`src/ucm_map.svh`:
```
// register offsets, field positions, reset values and timing counts of the channel control block
// assumes a 32-bit avalon-mm slave with word addressing (byte address is four times the index)
`ifndef UCM_MAP_SVH
`define UCM_MAP_SVH

// register indices (word addresses)
`define UCM_IDX_MODE_TWO 4'h0
`define UCM_IDX_COMMAND 4'h1
`define UCM_IDX_BAUD_SEL 4'h2
`define UCM_IDX_STATUS 4'h3
`define UCM_IDX_TX_HOLD 4'h4
`define UCM_IDX_FORMAT 4'h5

// channel_mode_two fields
`define UCM_M2_MODE_HI 7
`define UCM_M2_MODE_LO 6
`define UCM_M2_RTS_BIT 5
`define UCM_M2_CTS_BIT 4
`define UCM_M2_STOP_HI 3
`define UCM_M2_STOP_LO 0

// channel_command fields
`define UCM_CMD_RX_EN 0
`define UCM_CMD_RX_DIS 1
`define UCM_CMD_TX_EN 2
`define UCM_CMD_TX_DIS 3
`define UCM_CMD_MISC_HI 7
`define UCM_CMD_MISC_LO 4

// baud_clock_select fields
`define UCM_BS_RX_HI 7
`define UCM_BS_RX_LO 4
`define UCM_BS_TX_HI 3
`define UCM_BS_TX_LO 0

// format field: character length code, 00 means five bits
`define UCM_FMT_FIVE 2'h0

// status bits
`define UCM_ST_RX_EN 0
`define UCM_ST_TX_EN 1
`define UCM_ST_HOLD_FULL 2
`define UCM_ST_REFUSED 3

// reset values
`define UCM_RST_MODE_TWO 8'h00
`define UCM_RST_BAUD_SEL 8'h00
`define UCM_RST_FORMAT 2'h3

// stop interval in sixteenths of a bit
`define UCM_STOP_BASE_LO 5'h09
`define UCM_STOP_BASE_HI 5'h19
`define UCM_STOP_FIVE_ADD 5'h08
`define UCM_MISC_GAP 3

`endif

```
`src/ucm_pkg.sv`:
```
// types and shared decode functions of the channel control block
// assumes ucm_map.svh is on the include path
`include "ucm_map.svh"
package ucm_pkg;

    typedef enum logic [1:0] {
        UCM_MODE_NORMAL = 2'b00,
        UCM_MODE_ECHO = 2'b01,
        UCM_MODE_LOCAL = 2'b10,
        UCM_MODE_REMOTE = 2'b11
    } ucm_mode_t;

    typedef enum logic {
        UCM_TMR_IDLE = 1'b0,
        UCM_TMR_RUN = 1'b1
    } ucm_tmr_state_t;

    // stop interval in sixteenth-bit steps from code and five-bit flag
    // code f reaches 32 sixteenths and wraps to 0, which the timer counts as 32
    function automatic logic [4:0] ucm_stop_len(input logic [3:0] code, input logic five);
        logic [4:0] len;
        len = 5'h00;
        if (!code[3]) begin
            len = `UCM_STOP_BASE_LO + {2'h0, code[2:0]};
            if (five) begin
                len = len + `UCM_STOP_FIVE_ADD;
            end
        end else begin
            len = `UCM_STOP_BASE_HI + {2'h0, code[2:0]};
        end
        return len;
    endfunction

    // true when the command register write carries a nonzero miscellaneous code
    function automatic logic ucm_is_misc(input logic [7:0] cmd);
        return cmd[`UCM_CMD_MISC_HI:`UCM_CMD_MISC_LO] != 4'h0;
    endfunction

endpackage

```
`src/ucm_stop_if.sv`:
```
// carrier between the channel control and its stop interval timer
// assumes one clock shared by both ends
`timescale 1ns/100ps
interface ucm_stop_if;
    logic start;
    logic tick16;
    logic [4:0] length;
    logic done;
    modport ctrl (output start, output tick16, output length, input done);
    modport timer (input start, input tick16, input length, output done);
endinterface

```
`src/ucm_channel_ctrl.sv`:
```
// channel control: mode, rts/cts handling, stop length, clock selects, command execution
// assumes an avalon-mm master with word addresses and a transmitter shifter outside
//
// Register access over Avalon-MM was chosen for this implementation.
`timescale 1ns/100ps
module ucm_channel_ctrl
    import ucm_pkg::*;
(
    input wire logic clk, // system clock, 50 MHz
    input wire logic rst_n, // async reset, active low
    input wire logic [3:0] avs_address, // word address
    input wire logic avs_read, // read request
    input wire logic avs_write, // write request
    input wire logic [31:0] avs_writedata, // write data
    input wire logic [3:0] avs_byteenable, // byte lanes
    output logic [31:0] avs_readdata, // read data
    output logic avs_waitrequest, // stall
    output ucm_mode_t chan_mode, // channel mode
    output logic echo_en, // automatic echo active
    output logic local_loop_en, // local loopback active
    output logic remote_loop_en, // remote loopback active
    output logic tx_rts_ctrl, // transmitter owns rts
    output logic cts_gate_en, // transmission waits for cts
    input wire logic cts_n, // clear-to-send, active low
    output logic tx_permit, // transmitter may start a character
    output logic [3:0] rx_clk_sel, // receiver clock select
    output logic [3:0] tx_clk_sel, // transmitter clock select
    output logic rx_enable, // receiver enabled
    output logic tx_enable, // transmitter enabled
    output logic [3:0] misc_cmd, // miscellaneous command code
    output logic misc_cmd_valid, // one-cycle command pulse
    output logic [7:0] tx_data, // character for the shifter
    output logic tx_data_valid, // character waiting
    input wire logic tx_data_ready, // shifter takes character
    input wire logic tx_stop_start, // shifter begins stop interval
    input wire logic tick16, // sixteen-times bit rate enable
    output logic tx_stop_done, // stop interval over
    output logic [4:0] tx_stop_len // stop interval in sixteenths
);

    typedef struct packed {
        logic ack;
        logic [31:0] rdata;
        logic [7:0] mode2;
        logic [7:0] baud;
        logic [1:0] fmt;
        logic rx_en;
        logic tx_en;
        logic [3:0] misc;
        logic misc_vld;
        logic [7:0] txd;
        logic txd_vld;
        logic refused;
    } ucm_regs_t;

    ucm_regs_t q_reg;
    ucm_regs_t q_next;

    logic req;
    logic take;
    logic lane0;
    logic [7:0] wbyte;
    logic five_bits;

    ucm_stop_if sif ();

    // bus handshake: one wait cycle per access, then the access takes effect
    assign req = avs_read | avs_write;
    assign take = req & q_reg.ack;
    assign avs_waitrequest = req & ~q_reg.ack;
    assign lane0 = avs_byteenable[0];
    assign wbyte = avs_writedata[7:0];
    assign five_bits = q_reg.fmt == `UCM_FMT_FIVE;

    // register and command logic
    always_comb begin
        q_next = q_reg;
        q_next.ack = req & ~q_reg.ack;
        q_next.misc_vld = 1'b0;
        // character leaves when the shifter takes it
        if (q_reg.txd_vld && tx_data_ready) begin
            q_next.txd_vld = 1'b0;
        end
        // read data are captured in the wait cycle and stand at the taking edge
        if (avs_read && !q_reg.ack) begin
            q_next.rdata = 32'h0000_0000;
            unique case (avs_address)
                `UCM_IDX_MODE_TWO: q_next.rdata[7:0] = q_reg.mode2;
                `UCM_IDX_STATUS: begin
                    q_next.rdata[`UCM_ST_RX_EN] = q_reg.rx_en;
                    q_next.rdata[`UCM_ST_TX_EN] = q_reg.tx_en;
                    q_next.rdata[`UCM_ST_HOLD_FULL] = q_reg.txd_vld;
                    q_next.rdata[`UCM_ST_REFUSED] = q_reg.refused;
                end
                `UCM_IDX_FORMAT: q_next.rdata[1:0] = q_reg.fmt;
                default: q_next.rdata = 32'h0000_0000;
            endcase
        end
        // status read clears the refused flag
        if (avs_read && take && avs_address == `UCM_IDX_STATUS) begin
            q_next.refused = 1'b0;
        end
        if (avs_write && take && lane0) begin
            unique case (avs_address)
                `UCM_IDX_MODE_TWO: q_next.mode2 = wbyte;
                `UCM_IDX_BAUD_SEL: q_next.baud = wbyte;
                `UCM_IDX_FORMAT: q_next.fmt = wbyte[1:0];
                `UCM_IDX_COMMAND: begin
                    if (wbyte[`UCM_CMD_RX_DIS]) begin
                        q_next.rx_en = 1'b0;
                    end else if (wbyte[`UCM_CMD_RX_EN]) begin
                        q_next.rx_en = 1'b1;
                    end
                    if (wbyte[`UCM_CMD_TX_DIS]) begin
                        q_next.tx_en = 1'b0;
                    end else if (wbyte[`UCM_CMD_TX_EN]) begin
                        q_next.tx_en = 1'b1;
                    end
                    q_next.misc = wbyte[`UCM_CMD_MISC_HI:`UCM_CMD_MISC_LO];
                    q_next.misc_vld = ucm_is_misc(wbyte);
                end
                `UCM_IDX_TX_HOLD: begin
                    if (q_reg.tx_en && !q_reg.txd_vld) begin
                        q_next.txd = wbyte;
                        q_next.txd_vld = 1'b1;
                    end else begin
                        q_next.refused = 1'b1;
                    end
                end
                default: q_next.mode2 = q_reg.mode2;
            endcase
        end
    end

    // state register
    always_ff @(posedge clk or negedge rst_n) begin
        if (!rst_n) begin
            q_reg <= '{ack: 1'b0, rdata: 32'h0000_0000, mode2: `UCM_RST_MODE_TWO,
                       baud: `UCM_RST_BAUD_SEL, fmt: `UCM_RST_FORMAT, rx_en: 1'b0,
                       tx_en: 1'b0, misc: 4'h0, misc_vld: 1'b0, txd: 8'h00,
                       txd_vld: 1'b0, refused: 1'b0};
        end else begin
            q_reg <= q_next;
        end
    end

    // mode decode
    assign chan_mode = ucm_mode_t'(q_reg.mode2[`UCM_M2_MODE_HI:`UCM_M2_MODE_LO]);
    assign echo_en = chan_mode == UCM_MODE_ECHO;
    assign local_loop_en = chan_mode == UCM_MODE_LOCAL;
    assign remote_loop_en = chan_mode == UCM_MODE_REMOTE;

    // rts and cts handling
    assign tx_rts_ctrl = q_reg.mode2[`UCM_M2_RTS_BIT];
    assign cts_gate_en = q_reg.mode2[`UCM_M2_CTS_BIT];
    assign tx_permit = q_reg.tx_en & (~cts_gate_en | ~cts_n);

    // clock selects, enables and outputs
    assign rx_clk_sel = q_reg.baud[`UCM_BS_RX_HI:`UCM_BS_RX_LO];
    assign tx_clk_sel = q_reg.baud[`UCM_BS_TX_HI:`UCM_BS_TX_LO];
    assign rx_enable = q_reg.rx_en;
    assign tx_enable = q_reg.tx_en;
    assign misc_cmd = q_reg.misc;
    assign misc_cmd_valid = q_reg.misc_vld;
    assign tx_data = q_reg.txd;
    assign tx_data_valid = q_reg.txd_vld;
    assign avs_readdata = q_reg.rdata;

    // stop interval length and timer
    assign tx_stop_len = ucm_stop_len(q_reg.mode2[`UCM_M2_STOP_HI:`UCM_M2_STOP_LO], five_bits);
    assign sif.start = tx_stop_start;
    assign sif.tick16 = tick16;
    assign sif.length = tx_stop_len;
    assign tx_stop_done = sif.done;

    ucm_stop_timer u_stop (
        .clk(clk),
        .rst_n(rst_n),
        .sif(sif)
    );

    logic mode_wr;
    logic cmd_wr;
    logic hold_wr;
    assign mode_wr = avs_write & take & lane0 & (avs_address == `UCM_IDX_MODE_TWO);
    assign cmd_wr = avs_write & take & lane0 & (avs_address == `UCM_IDX_COMMAND);
    assign hold_wr = avs_write & take & lane0 & (avs_address == `UCM_IDX_TX_HOLD);
endmodule

```
`src/ucm_stop_timer.sv`:
```
// stop interval timer: counts sixteenth-bit ticks after start, pulses done at the end
// assumes tick16 is a one-cycle enable at sixteen times the bit rate
`timescale 1ns/100ps
module ucm_stop_timer
    import ucm_pkg::*;
(
    input wire logic clk, // system clock
    input wire logic rst_n, // async reset, active low
    ucm_stop_if.timer sif // start, tick, length and done
);

    typedef struct packed {
        ucm_tmr_state_t st;
        logic [4:0] cnt;
        logic done;
    } ucm_tmr_regs_t;

    ucm_tmr_regs_t q_reg;
    ucm_tmr_regs_t q_next;

    // count ticks down from the loaded length
    always_comb begin
        q_next = q_reg;
        q_next.done = 1'b0;
        unique case (q_reg.st)
            UCM_TMR_IDLE: begin
                if (sif.start) begin
                    q_next.st = UCM_TMR_RUN;
                    q_next.cnt = sif.length;
                end
            end
            UCM_TMR_RUN: begin
                if (sif.tick16) begin
                    q_next.cnt = q_reg.cnt - 5'h01;
                    if (q_reg.cnt == 5'h01) begin
                        q_next.st = UCM_TMR_IDLE;
                        q_next.done = 1'b1;
                    end
                end
            end
        endcase
    end

    // state register
    always_ff @(posedge clk or negedge rst_n) begin
        if (!rst_n) begin
            q_reg <= '{st: UCM_TMR_IDLE, cnt: 5'h00, done: 1'b0};
        end else begin
            q_reg <= q_next;
        end
    end

    assign sif.done = q_reg.done;

    // ticks seen since start, for checking only
    logic [5:0] chk_ticks_reg;
    logic [4:0] chk_len_reg;
    always_ff @(posedge clk or negedge rst_n) begin
        if (!rst_n) begin
            chk_ticks_reg <= 6'h00;
            chk_len_reg <= 5'h00;
        end else if (q_reg.st == UCM_TMR_IDLE && sif.start) begin
            chk_ticks_reg <= 6'h00;
            chk_len_reg <= sif.length;
        end else if (q_reg.st == UCM_TMR_RUN && sif.tick16) begin
            chk_ticks_reg <= chk_ticks_reg + 6'h01;
        end
    end
endmodule

```
`config.mk`:
```
export PLATFORM = sky130hd
export DESIGN_NAME = ucm_channel_ctrl
export DESIGN_NICKNAME = d
export VERILOG_FILES = /design/src/ucm_pkg.sv /design/src/ucm_stop_if.sv /design/src/ucm_channel_ctrl.sv /design/src/ucm_stop_timer.sv
export VERILOG_INCLUDE_DIRS = /design/src
export SDC_FILE = /design/constraint.sdc
export NUM_CORES = 1
export LEC_CHECK = 0
export ABC_AREA = 1
export BUFFER_PORTS_ARGS = -buffer_cell sky130_fd_sc_hd__buf_2
export CAP_MARGIN = 20
export CORE_ASPECT_RATIO = 1.25
export CORE_MARGIN = 1
export CORE_UTILIZATION = 35
export DETAILED_ROUTE_END_ITERATION = 10
export GPL_TIMING_DRIVEN = 0
export MAX_ROUTING_LAYER = met4
export PLACE_DENSITY = 0.71
export RECOVER_POWER = 100
export SYNTH_ARGS = -nofsm -noshare
export SYNTH_HDL_FRONTEND = slang
export SYNTH_HIERARCHICAL = 1
export SYNTH_SLANG_ARGS = --single-unit
```
`constraint.sdc`:
```
create_clock -name clk -period 2.04 [get_ports clk]
set_input_delay 0.306 -clock clk [delete_from_list [all_inputs] [get_ports clk]]
set_output_delay 0.306 -clock clk [all_outputs]
set_load 0.03 [all_outputs]
```
==> impl_metrics.env <==
export IMPL_io_pins=119
export IMPL_drc_errors=0
export IMPL_status="complete, no violations"
export IMPL_rows=36
export IMPL_hold_path_class="in -> reg"
export IMPL_muxShareOfSynthArea_pct=0
export IMPL_regArea_sq_um=1279
export IMPL_hp_start="tx_data_ready"
export IMPL_synth_cell_types=31
export IMPL_drive_above_1_share_pct=23.15
export IMPL_switching_share_pct=38.37
export IMPL_intPower_mw=1.865
export IMPL_grt_util_all_layers_pct=15.30
export IMPL_first_pass_iters=4
export IMPL_synth_area_sq_um=2885
export IMPL_placedCellCount=531
export IMPL_cts_hold_buf=0
export IMPL_yosysSeqAreaShare_pct=44.32
export IMPL_power_frac_clock_pct=22.5
export IMPL_grt_pass1_wl_mm=10.40
export IMPL_hold_slack_ns=0.1907
export IMPL_busiest_layer="met2"
export IMPL_crit_required_ns=1.73
export IMPL_finalSetupTns_ns=0
export IMPL_cts_buffers_inserted=5
export IMPL_tightest_slew_ns=0.6363
export IMPL_ant_nets=0
export IMPL_wire_per_inst_microns=11.45
export IMPL_gr_usage_met3_pct=3.665
export IMPL_postPlaceCellArea_sq_um=3426
export IMPL_ir_worst_vdd_mv=0.4665
export IMPL_synth_top_area_cell="dfrtp_1"
export IMPL_gp_congestion=0.8586
export IMPL_via_per_inst=4.393
export IMPL_fin_crit_ns=1.880
export IMPL_root_buffer="clkbuf_8"
export IMPL_post_cts_buffers=0
export IMPL_cts_tree="built"
export IMPL_die_h_microns=103.5
export IMPL_fmax_mhz=531.9
export IMPL_p_seq_share_pct=42.7
export IMPL_antenna_found_initial=0
export IMPL_setup_slack_ns=0.1601
export IMPL_pre_cts_ws_ns=0.4887
export IMPL_yosys_area_share_xor_xnor_pct=0.6071
export IMPL_grt_use_met2_pct=25.06
export IMPL_p_switching_mw=1.161
export IMPL_reg2reg_from="q_reg[67]"
export IMPL_path_clk_slew_ns=0.09
export IMPL_r2r_cells=5
export IMPL_area_growth_pct=18.34
export IMPL_core_area_sq_um=7883
export IMPL_htree_levels=2
export IMPL_final_max_slew_viol_count=0
export IMPL_stdcell_count=540
export IMPL_powerDensity_nw_per_um2=886.3
export IMPL_initial_utilization_pct=36.60
export IMPL_die_width_microns=83.21
export IMPL_cts_sinks=51
export IMPL_yosys_top_cells_area="dfrtp_1 42%, buf_4 14%, nand2_1 13%"
export IMPL_grt_pass1_vias=2250
export IMPL_dr_total_vias=2372
export IMPL_fill_cells=825
export IMPL_combPwrFrac_pct=34.8
export IMPL_drt_iter0_drc=110
export IMPL_dieArea_sq_um=8613
export IMPL_crit_fanout=4
export IMPL_synthAdderAreaFrac_pct=1.735
export IMPL_post_cts_resized=0
export IMPL_endpoint_kind="output pin"
export IMPL_synth_compound_area_share_pct=5.551
export IMPL_startpoint_type="flip-flop"
export IMPL_clock_path_buffers=2
export IMPL_worst_hold_path_endpoint="tx_data_valid"
export IMPL_setup_viol=0
export IMPL_grt_ovfl_total=0
export IMPL_dp_hpwl_mm=4.865
export IMPL_yosys_warnings=6
export IMPL_synth_top_family_by_area="simple AND/OR/NAND/NOR gates"
export IMPL_port_buffers=67
export IMPL_worstSetupPathType="reg -> out"
export IMPL_finalInstanceArea_sq_um=3415
export IMPL_antennaDiodeCount=0
export IMPL_reg2reg_to="tx_clk_sel[2]"
export IMPL_grt_start_max_net_pins=52
export IMPL_finalCritPeriodShare_pct=92.15
export IMPL_fin_util_pct=43.32
export IMPL_grtUsageMet1_pct=18.75
export IMPL_finClkSkew_ns=0.005525
export IMPL_slew_headroom_pct=57.58
export IMPL_fin_total_pwr_mw=3.026
export IMPL_crit_arrival_ns=1.57
export IMPL_postRouteWirelength_mm=6.181
export IMPL_min_path_cells=2
export IMPL_maxCapViolations=0
export IMPL_yosysTopAreaCellShare_pct=42.50
export IMPL_ys_ff_latch=51
export IMPL_rsz0062_at_grt="false"
export IMPL_syn_area_per_cell_sq_um=8.339
export IMPL_nets=497
export IMPL_p_leak_nw=1.843
export IMPL_synth_simple_area_share_pct=27.97
export IMPL_clkLatencyLatePin_ns=0.30
export IMPL_hold_violations=0
export IMPL_multi_input_area_sq_um=1062
export IMPL_regToRegSetupSlack_ns=0.45
export IMPL_syn_instance_count=346
-- cell usage in the layout (no fill, tap or decap), drive strengths merged --
cell type / count
buf: 74
conb: 24
xor2: 2
o21ai: 22
nand2: 106
bufinv: 1
nor3: 2
clkinvlp: 2
a21oi: 4
nand4: 1
nand3b: 1
ha: 4
nand3: 35
clkbuf: 57
inv: 31
nor2: 25
dfstp: 2
a21boi: 1
dlygate4sd3: 1
dfrtp: 49
or2: 1
-- synthesized netlist by cell type (all sizes together) --
cell / instances
inv: 31
clkinv: 1
dfrtp: 49
o21ai: 22
nand3b: 1
a21boi: 1
or2: 1
nor2: 25
nand4: 1
ha: 4
nor3: 2
nand3: 35
dfstp: 2
xor2: 2
conb: 1
clkbuf: 1
a21oi: 4
buf: 57
nand2: 106
-- cell type report --
type | count | share of cell area, %
clock buffer | 5 | 2.015
buffer | 58 | 12.64
sequential | 51 | 37.45
inverter | 32 | 3.554
tap | 95 | 3.481
clock inverter | 2 | 1.099
timing repair buffer | 69 | 8.648
multi-input combinational | 228 | 31.11
-- power groups by stage --
stage | Combinational, mW | Clock, mW | Sequential [mW]
2_1_floorplan | 0.811 | 0 | 1.32
5_1_grt | 1.17 | 0.748 | 1.32
6_report | 1.05 | 0.679 | 1.29
3_3_place_gp | 1.07 | 0 | 1.31
4_1_cts | 1.11 | 0.705 | 1.30
3_5_place_dp | 1.10 | 0 | 1.32
-- critical path, stage by stage, from the launching register on --
cell      delay [ns]
dfrtp_1         0.42
ha_1            0.21
ha_1            0.18
nand3b_1        0.15
nand2_1         0.07
inv_1           0.05
clkbuf_2        0.18
-- worst max-delay path by stage --
stage / from / end / slack (ns) / depth (start not counted)
3_3_place_gp: q_reg[27] / tx_stop_len[4] / 0.52 / 6
4_1_cts: q_reg[27] / tx_stop_len[4] / 0.15 / 6
6_report: q_reg[27] / tx_stop_len[4] / 0.16 / 6
5_1_grt: q_reg[27] / tx_stop_len[4] / 0.08 / 6
3_5_place_dp: q_reg[27] / tx_stop_len[4] / 0.49 / 6
2_1_floorplan: tx_enable / tx_permit / 0.42 / 1
-- cell families after synthesis --
group | count (synthesis)
other | 1
xor gates and xnor gates | 2
AOI/OAI and AO/OA | 27
adders and majority gates | 4
and+or+nand+nor | 171
buffers and inverters | 90
DFF | 51
-- routing by layer --
layer / part of all wire (%) / vias up / wire length [microns]
li1: - / 1204 / -
met5: 0 / - / 0
met4: 1.6 / 0 / 98
met1: 44 / 1077 / 2728
met3: 6.5 / 10 / 404
met2: 48 / 81 / 2949
Note: power is estimated with default switching activity, not from simulation.
